--- src/rtl/clk_presc_defines.svh ---
`ifndef CLK_PRESC_DEFINES_SVH
`define CLK_PRESC_DEFINES_SVH
`define OFF_DIV_SEL 12'h03c
`define OFF_TRIM_CTRL 12'h040
`define DIV_SEL_RESET 32'h0000_0000
`define DIV_SEL_MASK 32'hff03_f03f
`define TRIM_WR_MASK 32'h00ff_0033
`define TRIM_LOW_RESET 16'h0000
`define FINE_DEFAULT 8'h80
`define F_TMR3 31:30
`define F_TMR2 29:28
`define F_TMR1 27:26
`define F_TMR0 25:24
`define F_SCI 17:16
`define F_BKP 15:14
`define F_WDT 13:12
`define F_ADC 5:4
`define F_EXTI 3:2
`define F_AFIO 1:0
`define F_COARSE 28:24
`define F_FINE 23:16
`define B_LOCK 7
`define B_REFSEL 5
`define B_MODE_SEL 4
`define B_AUTOTRIM_EN 1
`define B_TRIM_EN 0
`define BKP_BASE_SHIFT 3'h2
`define SYNC_SETTLE 2'h2
`define NUM_OUTS 10
`endif

--- src/rtl/clk_presc_pkg.sv ---
package clk_presc_pkg;
  typedef struct packed {
    logic autotrim_ref_select;
    logic trim_mode_select;
    logic autotrim_enable;
    logic trim_function_enable;
    logic [7:0] fine_trim_value;
  } trim_ctrl_t;
  typedef enum logic [1:0] {
    div_by_1 = 2'b00,
    div_by_2 = 2'b01,
    div_by_4 = 2'b10,
    div_by_8 = 2'b11
  } div_code_t;
endpackage : clk_presc_pkg

--- src/rtl/clk_enable_divider.sv ---
`timescale 1ns/1ps
module clk_enable_divider
  import clk_presc_pkg::*;
(
  input wire logic pclk,
  input wire logic presetn,
  input wire logic [4:0] free_count,
  input wire logic [2:0] shift,
  output logic enable
);
  logic [4:0] mask;
  logic next_enable;
  assign mask = 5'((6'h01 << shift) - 6'h01);
  // Pulse once per 2^shift cycles; shift 0 gives every cycle
  assign next_enable = ((free_count & mask) == 5'h00);
  always_ff @(posedge pclk or negedge presetn)
  begin
    if (!presetn)
      enable <= 1'b0;
    else
      enable <= next_enable;
  end
endmodule : clk_enable_divider

--- src/rtl/clk_presc_select.sv ---
// The APB interface to the registers was left to the implementer.
`timescale 1ns/1ps
`include "clk_presc_defines.svh"
module clk_presc_select
  import clk_presc_pkg::*;
(
  input wire logic pclk,
  input wire logic presetn,
  input wire logic psel,
  input wire logic penable,
  input wire logic pwrite,
  input wire logic [11:0] paddr,
  input wire logic [31:0] pwdata,
  output logic [31:0] prdata,
  output logic pready,
  output logic pslverr,
  input wire logic [4:0] coarse_trim_value,
  input wire logic [7:0] factory_fine_trim,
  input wire logic freq_locked_flag,
  input wire logic [7:0] autotrim_fine_value,
  output logic timer3_clk_en,
  output logic timer2_clk_en,
  output logic timer1_clk_en,
  output logic timer0_clk_en,
  output logic smartcard_clk_en,
  output logic backup_access_clk_en,
  output logic watchdog_access_clk_en,
  output logic converter_clk_en,
  output logic ext_interrupt_clk_en,
  output logic altfunc_clk_en,
  output trim_ctrl_t trim_ctrl,
  output logic [7:0] fine_trim_to_osc
);
  logic [31:0] div_select;
  logic [4:0] coarse_sync1;
  logic [4:0] coarse_sync2;
  logic lock_sync1;
  logic lock_sync2;
  logic [7:0] atc_sync1;
  logic [7:0] atc_sync2;
  logic [7:0] fine_sync1;
  logic [7:0] fine_sync2;
  logic [7:0] atc_prev;
  logic [7:0] atc_value;
  logic loaded;
  logic [1:0] settle;
  logic [4:0] free_count;
  logic [2:0] shifts [`NUM_OUTS];

  // Register decode
  wire sel_div = (paddr == `OFF_DIV_SEL);
  wire sel_trim = (paddr == `OFF_TRIM_CTRL);
  wire hit = sel_div || sel_trim;
  wire setup = psel && !penable;
  wire access = psel && penable;
  wire wr_div = access && pwrite && sel_div;
  wire wr_trim = access && pwrite && sel_trim;
  wire rd_setup = setup && !pwrite;

  // Trim register image, reserved bits zero
  wire [31:0] trim_read = {3'h0,
                           coarse_sync2,
                           trim_ctrl.fine_trim_value,
                           8'h00,
                           lock_sync2,
                           1'b0,
                           trim_ctrl.autotrim_ref_select,
                           trim_ctrl.trim_mode_select,
                           2'b00,
                           trim_ctrl.autotrim_enable,
                           trim_ctrl.trim_function_enable};
  wire [31:0] next_prdata = sel_div ? div_select :
                            sel_trim ? trim_read : 32'h0000_0000;
  wire [31:0] next_div_select = pwdata & `DIV_SEL_MASK;
  wire [31:0] masked_wdata = pwdata & `TRIM_WR_MASK;

  // Autotrim word taken only when two samples agree
  wire atc_steady = (atc_sync2 == atc_prev);
  wire settled = (settle == `SYNC_SETTLE);
  wire auto_trim_active = trim_ctrl.autotrim_enable && !trim_ctrl.trim_mode_select;
  wire [7:0] next_fine = auto_trim_active ? atc_value : trim_ctrl.fine_trim_value;

  // Status pins come from the oscillator domain
  always_ff @(posedge pclk or negedge presetn)
  begin
    if (!presetn)
    begin
      coarse_sync1 <= 5'h00;
      coarse_sync2 <= 5'h00;
    end
    else
    begin
      coarse_sync1 <= coarse_trim_value;
      coarse_sync2 <= coarse_sync1;
    end
  end

  always_ff @(posedge pclk or negedge presetn)
  begin
    if (!presetn)
    begin
      lock_sync1 <= 1'b0;
      lock_sync2 <= 1'b0;
    end
    else
    begin
      lock_sync1 <= freq_locked_flag;
      lock_sync2 <= lock_sync1;
    end
  end

  always_ff @(posedge pclk or negedge presetn)
  begin
    if (!presetn)
    begin
      atc_sync1 <= 8'h00;
      atc_sync2 <= 8'h00;
    end
    else
    begin
      atc_sync1 <= autotrim_fine_value;
      atc_sync2 <= atc_sync1;
    end
  end

  always_ff @(posedge pclk or negedge presetn)
  begin
    if (!presetn)
    begin
      fine_sync1 <= 8'h00;
      fine_sync2 <= 8'h00;
    end
    else
    begin
      fine_sync1 <= factory_fine_trim;
      fine_sync2 <= fine_sync1;
    end
  end

  always_ff @(posedge pclk or negedge presetn)
  begin
    if (!presetn)
    begin
      atc_prev <= 8'h00;
      atc_value <= 8'h00;
    end
    else
    begin
      atc_prev <= atc_sync2;
      if (atc_steady)
        atc_value <= atc_sync2;
    end
  end

  // Counts edges until synchronisers hold pin values
  always_ff @(posedge pclk or negedge presetn)
  begin
    if (!presetn)
      settle <= 2'h0;
    else if (!settled)
      settle <= 2'(settle + 2'h1);
  end

  always_ff @(posedge pclk or negedge presetn)
  begin
    if (!presetn)
      div_select <= `DIV_SEL_RESET;
    else if (wr_div)
      div_select <= next_div_select;
  end

  // Fine value loads from factory trim once synchronisers settle
  always_ff @(posedge pclk or negedge presetn)
  begin
    if (!presetn)
    begin
      loaded <= 1'b0;
      trim_ctrl <= '{1'b0, 1'b0, 1'b0, 1'b0, `FINE_DEFAULT};
    end
    else if (wr_trim)
    begin
      loaded <= 1'b1;
      trim_ctrl.fine_trim_value <= masked_wdata[`F_FINE];
      trim_ctrl.autotrim_ref_select <= masked_wdata[`B_REFSEL];
      trim_ctrl.trim_mode_select <= masked_wdata[`B_MODE_SEL];
      trim_ctrl.autotrim_enable <= masked_wdata[`B_AUTOTRIM_EN];
      trim_ctrl.trim_function_enable <= masked_wdata[`B_TRIM_EN];
    end
    else if (settled && !loaded)
    begin
      loaded <= 1'b1;
      trim_ctrl.fine_trim_value <= fine_sync2;
    end
    else if (auto_trim_active)
      trim_ctrl.fine_trim_value <= atc_value;
  end

  always_ff @(posedge pclk or negedge presetn)
  begin
    if (!presetn)
      fine_trim_to_osc <= 8'h00;
    else
      fine_trim_to_osc <= next_fine;
  end

  // Zero wait: ready answers every setup phase
  always_ff @(posedge pclk or negedge presetn)
  begin
    if (!presetn)
      pready <= 1'b0;
    else
      pready <= setup;
  end

  always_ff @(posedge pclk or negedge presetn)
  begin
    if (!presetn)
      pslverr <= 1'b0;
    else
      pslverr <= setup && !hit;
  end

  always_ff @(posedge pclk or negedge presetn)
  begin
    if (!presetn)
      prdata <= 32'h0000_0000;
    else
      prdata <= rd_setup ? next_prdata : 32'h0000_0000;
  end

  // Single free counter on the bus clock feeds every divider
  always_ff @(posedge pclk or negedge presetn)
  begin
    if (!presetn)
      free_count <= 5'h00;
    else
      free_count <= 5'(free_count + 5'h01);
  end

  assign shifts[0] = {1'b0, div_select[`F_TMR3]};
  assign shifts[1] = {1'b0, div_select[`F_TMR2]};
  assign shifts[2] = {1'b0, div_select[`F_TMR1]};
  assign shifts[3] = {1'b0, div_select[`F_TMR0]};
  assign shifts[4] = {1'b0, div_select[`F_SCI]};
  assign shifts[5] = 3'({1'b0, div_select[`F_BKP]} + `BKP_BASE_SHIFT);
  assign shifts[6] = {1'b0, div_select[`F_WDT]};
  assign shifts[7] = {1'b0, div_select[`F_ADC]};
  assign shifts[8] = {1'b0, div_select[`F_EXTI]};
  assign shifts[9] = {1'b0, div_select[`F_AFIO]};

  clk_enable_divider u_div_timer3 (
    .pclk(pclk),
    .presetn(presetn),
    .free_count(free_count),
    .shift(shifts[0]),
    .enable(timer3_clk_en)
  );

  clk_enable_divider u_div_timer2 (
    .pclk(pclk),
    .presetn(presetn),
    .free_count(free_count),
    .shift(shifts[1]),
    .enable(timer2_clk_en)
  );

  clk_enable_divider u_div_timer1 (
    .pclk(pclk),
    .presetn(presetn),
    .free_count(free_count),
    .shift(shifts[2]),
    .enable(timer1_clk_en)
  );

  clk_enable_divider u_div_timer0 (
    .pclk(pclk),
    .presetn(presetn),
    .free_count(free_count),
    .shift(shifts[3]),
    .enable(timer0_clk_en)
  );

  clk_enable_divider u_div_smartcard (
    .pclk(pclk),
    .presetn(presetn),
    .free_count(free_count),
    .shift(shifts[4]),
    .enable(smartcard_clk_en)
  );

  clk_enable_divider u_div_backup (
    .pclk(pclk),
    .presetn(presetn),
    .free_count(free_count),
    .shift(shifts[5]),
    .enable(backup_access_clk_en)
  );

  clk_enable_divider u_div_watchdog (
    .pclk(pclk),
    .presetn(presetn),
    .free_count(free_count),
    .shift(shifts[6]),
    .enable(watchdog_access_clk_en)
  );

  clk_enable_divider u_div_converter (
    .pclk(pclk),
    .presetn(presetn),
    .free_count(free_count),
    .shift(shifts[7]),
    .enable(converter_clk_en)
  );

  clk_enable_divider u_div_ext_interrupt (
    .pclk(pclk),
    .presetn(presetn),
    .free_count(free_count),
    .shift(shifts[8]),
    .enable(ext_interrupt_clk_en)
  );

  clk_enable_divider u_div_altfunc (
    .pclk(pclk),
    .presetn(presetn),
    .free_count(free_count),
    .shift(shifts[9]),
    .enable(altfunc_clk_en)
  );
endmodule : clk_presc_select

--- config.mk ---
export PLATFORM = sky130hd
export DESIGN_NAME = clk_presc_select
export DESIGN_NICKNAME = d
export VERILOG_FILES = /design/src/rtl/clk_presc_pkg.sv /design/src/rtl/clk_enable_divider.sv /design/src/rtl/clk_presc_select.sv
export VERILOG_INCLUDE_DIRS = /design/src /design/src/rtl
export SDC_FILE = /design/constraint.sdc
export NUM_CORES = 1
export LEC_CHECK = 0
export BUFFER_PORTS_ARGS = -buffer_cell sky130_fd_sc_hd__buf_2
export CORE_MARGIN = 3
export CORE_UTILIZATION = 45
export CTS_BUF_LIST = sky130_fd_sc_hd__clkbuf_4
export CTS_CLUSTER_DIAMETER = 60
export DETAILED_ROUTE_END_ITERATION = 7
export PLACE_DENSITY = 0.75
export SLEW_MARGIN = 25
export SYNTH_ARGS = -nofsm -noshare
export SYNTH_HDL_FRONTEND = slang
export SYNTH_SLANG_ARGS = --single-unit
export TNS_END_PERCENT = 5
--- constraint.sdc ---
create_clock -name pclk -period 3.8 [get_ports pclk]
set_input_delay 0.19 -clock pclk [delete_from_list [all_inputs] [get_ports pclk]]
set_output_delay 0.19 -clock pclk [all_outputs]
set_load 0.03 [all_outputs]
-- Word level (Yosys, flattened, before mapping)
Index checks and enable logic that the tools add are counted.
- flip-flop bits (word level): 152
- input bits: 71
- output and inout port bits: 64
- word-level logic and storage cells: 104
- $add $sub $neg: 13
- eq/ne operators: 4
- shifts and indexed selects: 10
- mux-type cells: 8
- bitwise gates (word level): 10
- reductions and logical operators: 26
- operators by type and width (operator ; count):
    $mux W32 ; 2
    $and A5 B5 Y5 ; 10
    $logic_not A5 Y1 ; 10
    $sub A5 B1 Y5 const B ; 10
    $shl A1 B2 Y5 const A ; 9
    $mux W29 ; 1
    $mux W8 ; 3
    $eq A12 B6 Y1 const B ; 1
    $eq A12 B7 Y1 const B ; 1
    $logic_and A1 B1 Y1 ; 9
    $eq A8 B8 Y1 ; 1
    $add A5 B1 Y5 const B ; 1
    $logic_not A1 Y1 ; 5
    $shl A1 B3 Y5 const A ; 1
    $add A2 B2 Y3 const B ; 1
    $add A2 B1 Y2 const B ; 1
    $eq A2 B2 Y1 const B ; 1
    $mux W1 ; 2
    $reduce_bool A2 Y1 ; 1
    $logic_or A1 B1 Y1 ; 1

-- Longest topological paths before layout
- depth in word-level cells: 5
- gate-level depth with buffers: 6
- mapped depth without buffers: 5

-- By module
From an unflattened synthesis, not the netlist that was laid out.
- cells, all modules: 339
- area, all modules: 5286.3 um^2
- by module, submodules not included (module ; instances ; cells an instance ; area each (um^2) ; seq. area each (um^2)):
    clk_presc_select ; 1 ; 289 ; 4660.7 ; 3429.5
    clk_enable_divider ; 10 ; 5 ; 62.6 ; 25.0

-- Worst setup path before layout
No wires, ideal clock.
- path kind: register -> register
- start point: register trim_ctrl[9] (netlist name)
- end point: register trim_ctrl[0] (netlist name)
- setup time: 0.130 ns
- arrival: 1.526 ns
- required time: 3.670 ns
- setup slack: 2.144 ns
- cell stages (with the launch flop): 6
- path buffers: 1
- clock period less this slack: 1.656 ns
- path through: dfrtp_1 -> nor2b_1 -> clkbuf_1 -> mux2_2 -> mux2i_1 -> a21oi_1
- longest elaborated chain between the ends: 4
- ends and longest elaborated chain (element ; line ; RTL):
    from (decl) ; clk_presc_select.sv:31 ; output trim_ctrl_t trim_ctrl,
    from (signal assigned) ; clk_presc_select.sv:178 ; trim_ctrl <= '{1'b0, 1'b0, 1'b0, 1'b0, `FINE_DEFAULT};
    $logic_and A1 B1 Y1 ; clk_presc_select.sv:80 ; wire auto_trim_active = trim_ctrl.autotrim_enable && !trim_ctrl.trim_mode_select;
    $mux W8 ; -- ;
    via next_fine[0] ; clk_presc_select.sv:81 ; wire [7:0] next_fine = auto_trim_active ? atc_value : trim_ctrl.fine_trim_value;
    $mux W8 (2 in a row) ; -- ;
The timed path passes the listed nets, and every way through them passes these cells.
A chain may end at the register's enable or synchronous reset.

-- Worst setup path in the final report
- start point: register trim_ctrl[9] (netlist name)
- end point: register trim_ctrl[5] (netlist name)
The elaborated chain is that of the path after synthesis.

==> reports/metrics.yaml <==
combPwrFrac_pct: 6.0
cts_buffers: 17
ys_ff_latch: 147
total_power_w: 0.00283
reg2reg_depth: 4
post_drt_wl_per_cell_um: 15.9
syn_avg_cell_area_um2: 14.6
yosysSeqAreaShare_pct: 71.5
place.gp.congestion: 0.800
cp_max_fo: 8
core_region_area_mm2: 0.0110
crit_family: "simple AND/OR/NAND/NOR gates"
slew_headroom_pct: 40.9
finClkSkew_ns: 0.0128
critical_path.startpoint_type: "flop"
grt_usage_pct: 18.4
start_util_pct: 46.7
cts_max_path_buffers: 2
io_buffers: 123
cts_resized: 0
grt_pass1_vias: 3673
path_clk_slew_ns: 0.11
synth_cell_type_count: 34
tightest_slew_ns: 0.886
grt_max_degree: 117
grt_pass1_wl_um: 17900
clockPowerShare_pct: 36.3
hold_depth: 4
synth-edff-count: 0
p_leak_nw: 3.30
antenna_found_initial: 0
finalSetupTns_ns: 0
area_growth_pct: 30.3
drv_slew: 0
antenna_left: 0
fp.dieH_um: 113
dr.first_iter.drc_count: 232
sw_frac_of_total_pct: 21.8
crit_cells: 4
p_seq_share_pct: 57.7
overflow: 0
powerDensity_mw_per_mm2: 421
maxCapViolations: 0
crit_slowest_cell: "nor2b_1"
postCtsSetupBuffers: 0
synth_top_cells_by_area: "dfrtp_1 (71%), mux2_2 (8.5%), and2_1 (1.9%)"
slowest_delay_ns: 0.70
max_freq_mhz: 508
netlist_area_mm2: 0.00515
dp_cells: 607
synth_top_area_share_pct: 70.9
vias: 3375
whs_ns: 0.0722
synthFlopType: "dfrtp_1"
synth.most_common_cell: "dfrtp_1"
num_antenna_cells: 0
synthTopCellsByCount: "dfrtp_1 (146), mux2_2 (39), nand2_1 (22)"
hpwlAfterDp_um: 6980
cts_htree_levels: 4
finalSetupViolations: 0
required_ns: 4.19
netlist.top_cell.by_area: "dfrtp_1"
hp-class: "input port to flop"
dieArea_mm2: 0.0128
synthCells: 353
path_buf_inv: 0
arrival_ns: 2.36
floorplan.die.width_um: 113
row_count: 38
rsz0062_at_grt: "false"
path_cells: "nor2b_1 > mux2_2 > mux2i_1 > a21oi_1"
hold_violations: 0
cp-end-kind: "flop"
async_flop_share_pct: 100
fin_crit_sh_pct: 51.8
ios: 135
routed_wl_um: 10900
worstSkewPairLatency_ns: 0.53
path_class: "flop to flop"
cts_sinks: 147
drt_first_pass_iters: 4
fin_util_pct: 60.8
layout_min_cycle_time_ns: 1.97
peakVddDrop_mv: 0.292
postCtsHoldBufs: 50
drc_errors: 0
fin_cells: 689
outcome: "finished clean"
final_layout_size_suffix_gt1_share_pct: 36.6
nets: 611
switchingPower_w: 0.000617
synth_warnings: 0
internal_power_w: 0.00221
cts_tree: "built"
root_buffer: "clkbuf_4"
viasPerCell: 4.90
==> registers in the layout (all words and copies together) (netlist names), 2 cells and up <==
register and flops:
div_select 20, fine_trim_to_osc 8, fine_sync1 8, coarse_sync1 5
atc_sync1 8, coarse_sync2 5, atc_prev 8, atc_value 8
fine_sync2 8, free_count 5, atc_sync2 8, prdata 27
trim_ctrl 12, settle 2
==> layout make-up <==
cell class	instances	area [um^2]
fill	843	4320
clock buffer	18	135
tap	140	175
sequential	147	3680
clock inverter	14	168
timing repair buffer	177	1150
multi-input combinational	188	1380
inverter	5	18.8
==> worst reg2reg max path, cell delays in order, from the launching register on <==
cell and delay, ns:
dfrtp_1 0.41, nor2b_1 0.70, mux2_2 0.45, mux2i_1 0.19
a21oi_1 0.10
==> layout by cell type, fill, tap and decap left out, drive strengths merged, types with 12 or more instances in the layout <==
| cell | count |
|---|---|
| clkinv | 12 |
| nor2 | 19 |
| and2 | 16 |
| nand2 | 22 |
| buf | 126 |
| nor4 | 12 |
| mux2 | 40 |
| dlygate4sd3 | 50 |
| clkbuf | 19 |
| a21oi | 18 |
| dfrtp | 146 |
==> cell families after synthesis <==
kind of cell / share of synthesized area [%]
buffers and inverters: 2.26
and+or+nand+nor: 8.60
other: 0.0728
adders and majority gates: 0.972
xor gates and xnor gates: 2.04
muxes: 10.4
AOI/OAI and AO/OA: 4.23
DFF: 71.5
==> stage by stage <==
stage / worst slack [ns] / cell area (um^2)
after global placement: 1.58 / 5910
after CTS: 1.80 / 6710
final: 1.83 / 6710
after detailed placement: 1.56 / 5910
after floorplan: 2.14 / 5160
after global routing: 1.69 / 6710
==> path summary, 6_finish.rpt <==
check | from | to | slack, ns
worst max-delay path | trim_ctrl[9]$_DFFE_PN0P_ | trim_ctrl[5]$_DFF_PN0_ | 1.83
min in group asynchronous | presetn | prdata[31]$_DFF_PN0_ | 0.30
worst min register to register | atc_sync1[2]$_DFF_PN0_ | atc_sync2[2]$_DFF_PN0_ | 0.34
worst max register to register | trim_ctrl[9]$_DFFE_PN0P_ | trim_ctrl[5]$_DFF_PN0_ | 1.83
worst min-delay path | paddr[6] | pslverr$_DFF_PN0_ | 0.07
max in group asynchronous | presetn | trim_ctrl[9]$_DFFE_PN0P_ | 2.52
==> per-layer routing <==
| metal | track usage (%) | vias up | share of wire (%) | wire length (um) |
|---|---|---|---|---|
| met5 | 0 | - | 0 | 0 |
| met4 | 7.85 | 0 | 2.3 | 253 |
| met3 | 5.99 | 21 | 5.7 | 623 |
| met2 | 31.2 | 117 | 51 | 5590 |
| met1 | 21.6 | 1678 | 41 | 4480 |
| li1 | - | 1559 | - | - |
==> power by group through the flow <==
stage | clock (W) | combinational [W] | sequential, W
floorplan | 0 | 0.0000410 | 0.00167
global placement | 0 | 0.000128 | 0.00166
detailed placement | 0 | 0.000131 | 0.00166
CTS | 0.00106 | 0.000171 | 0.00163
global route | 0.00112 | 0.000187 | 0.00164
finish | 0.00103 | 0.000169 | 0.00163
Power figures use the tool's default switching activity.
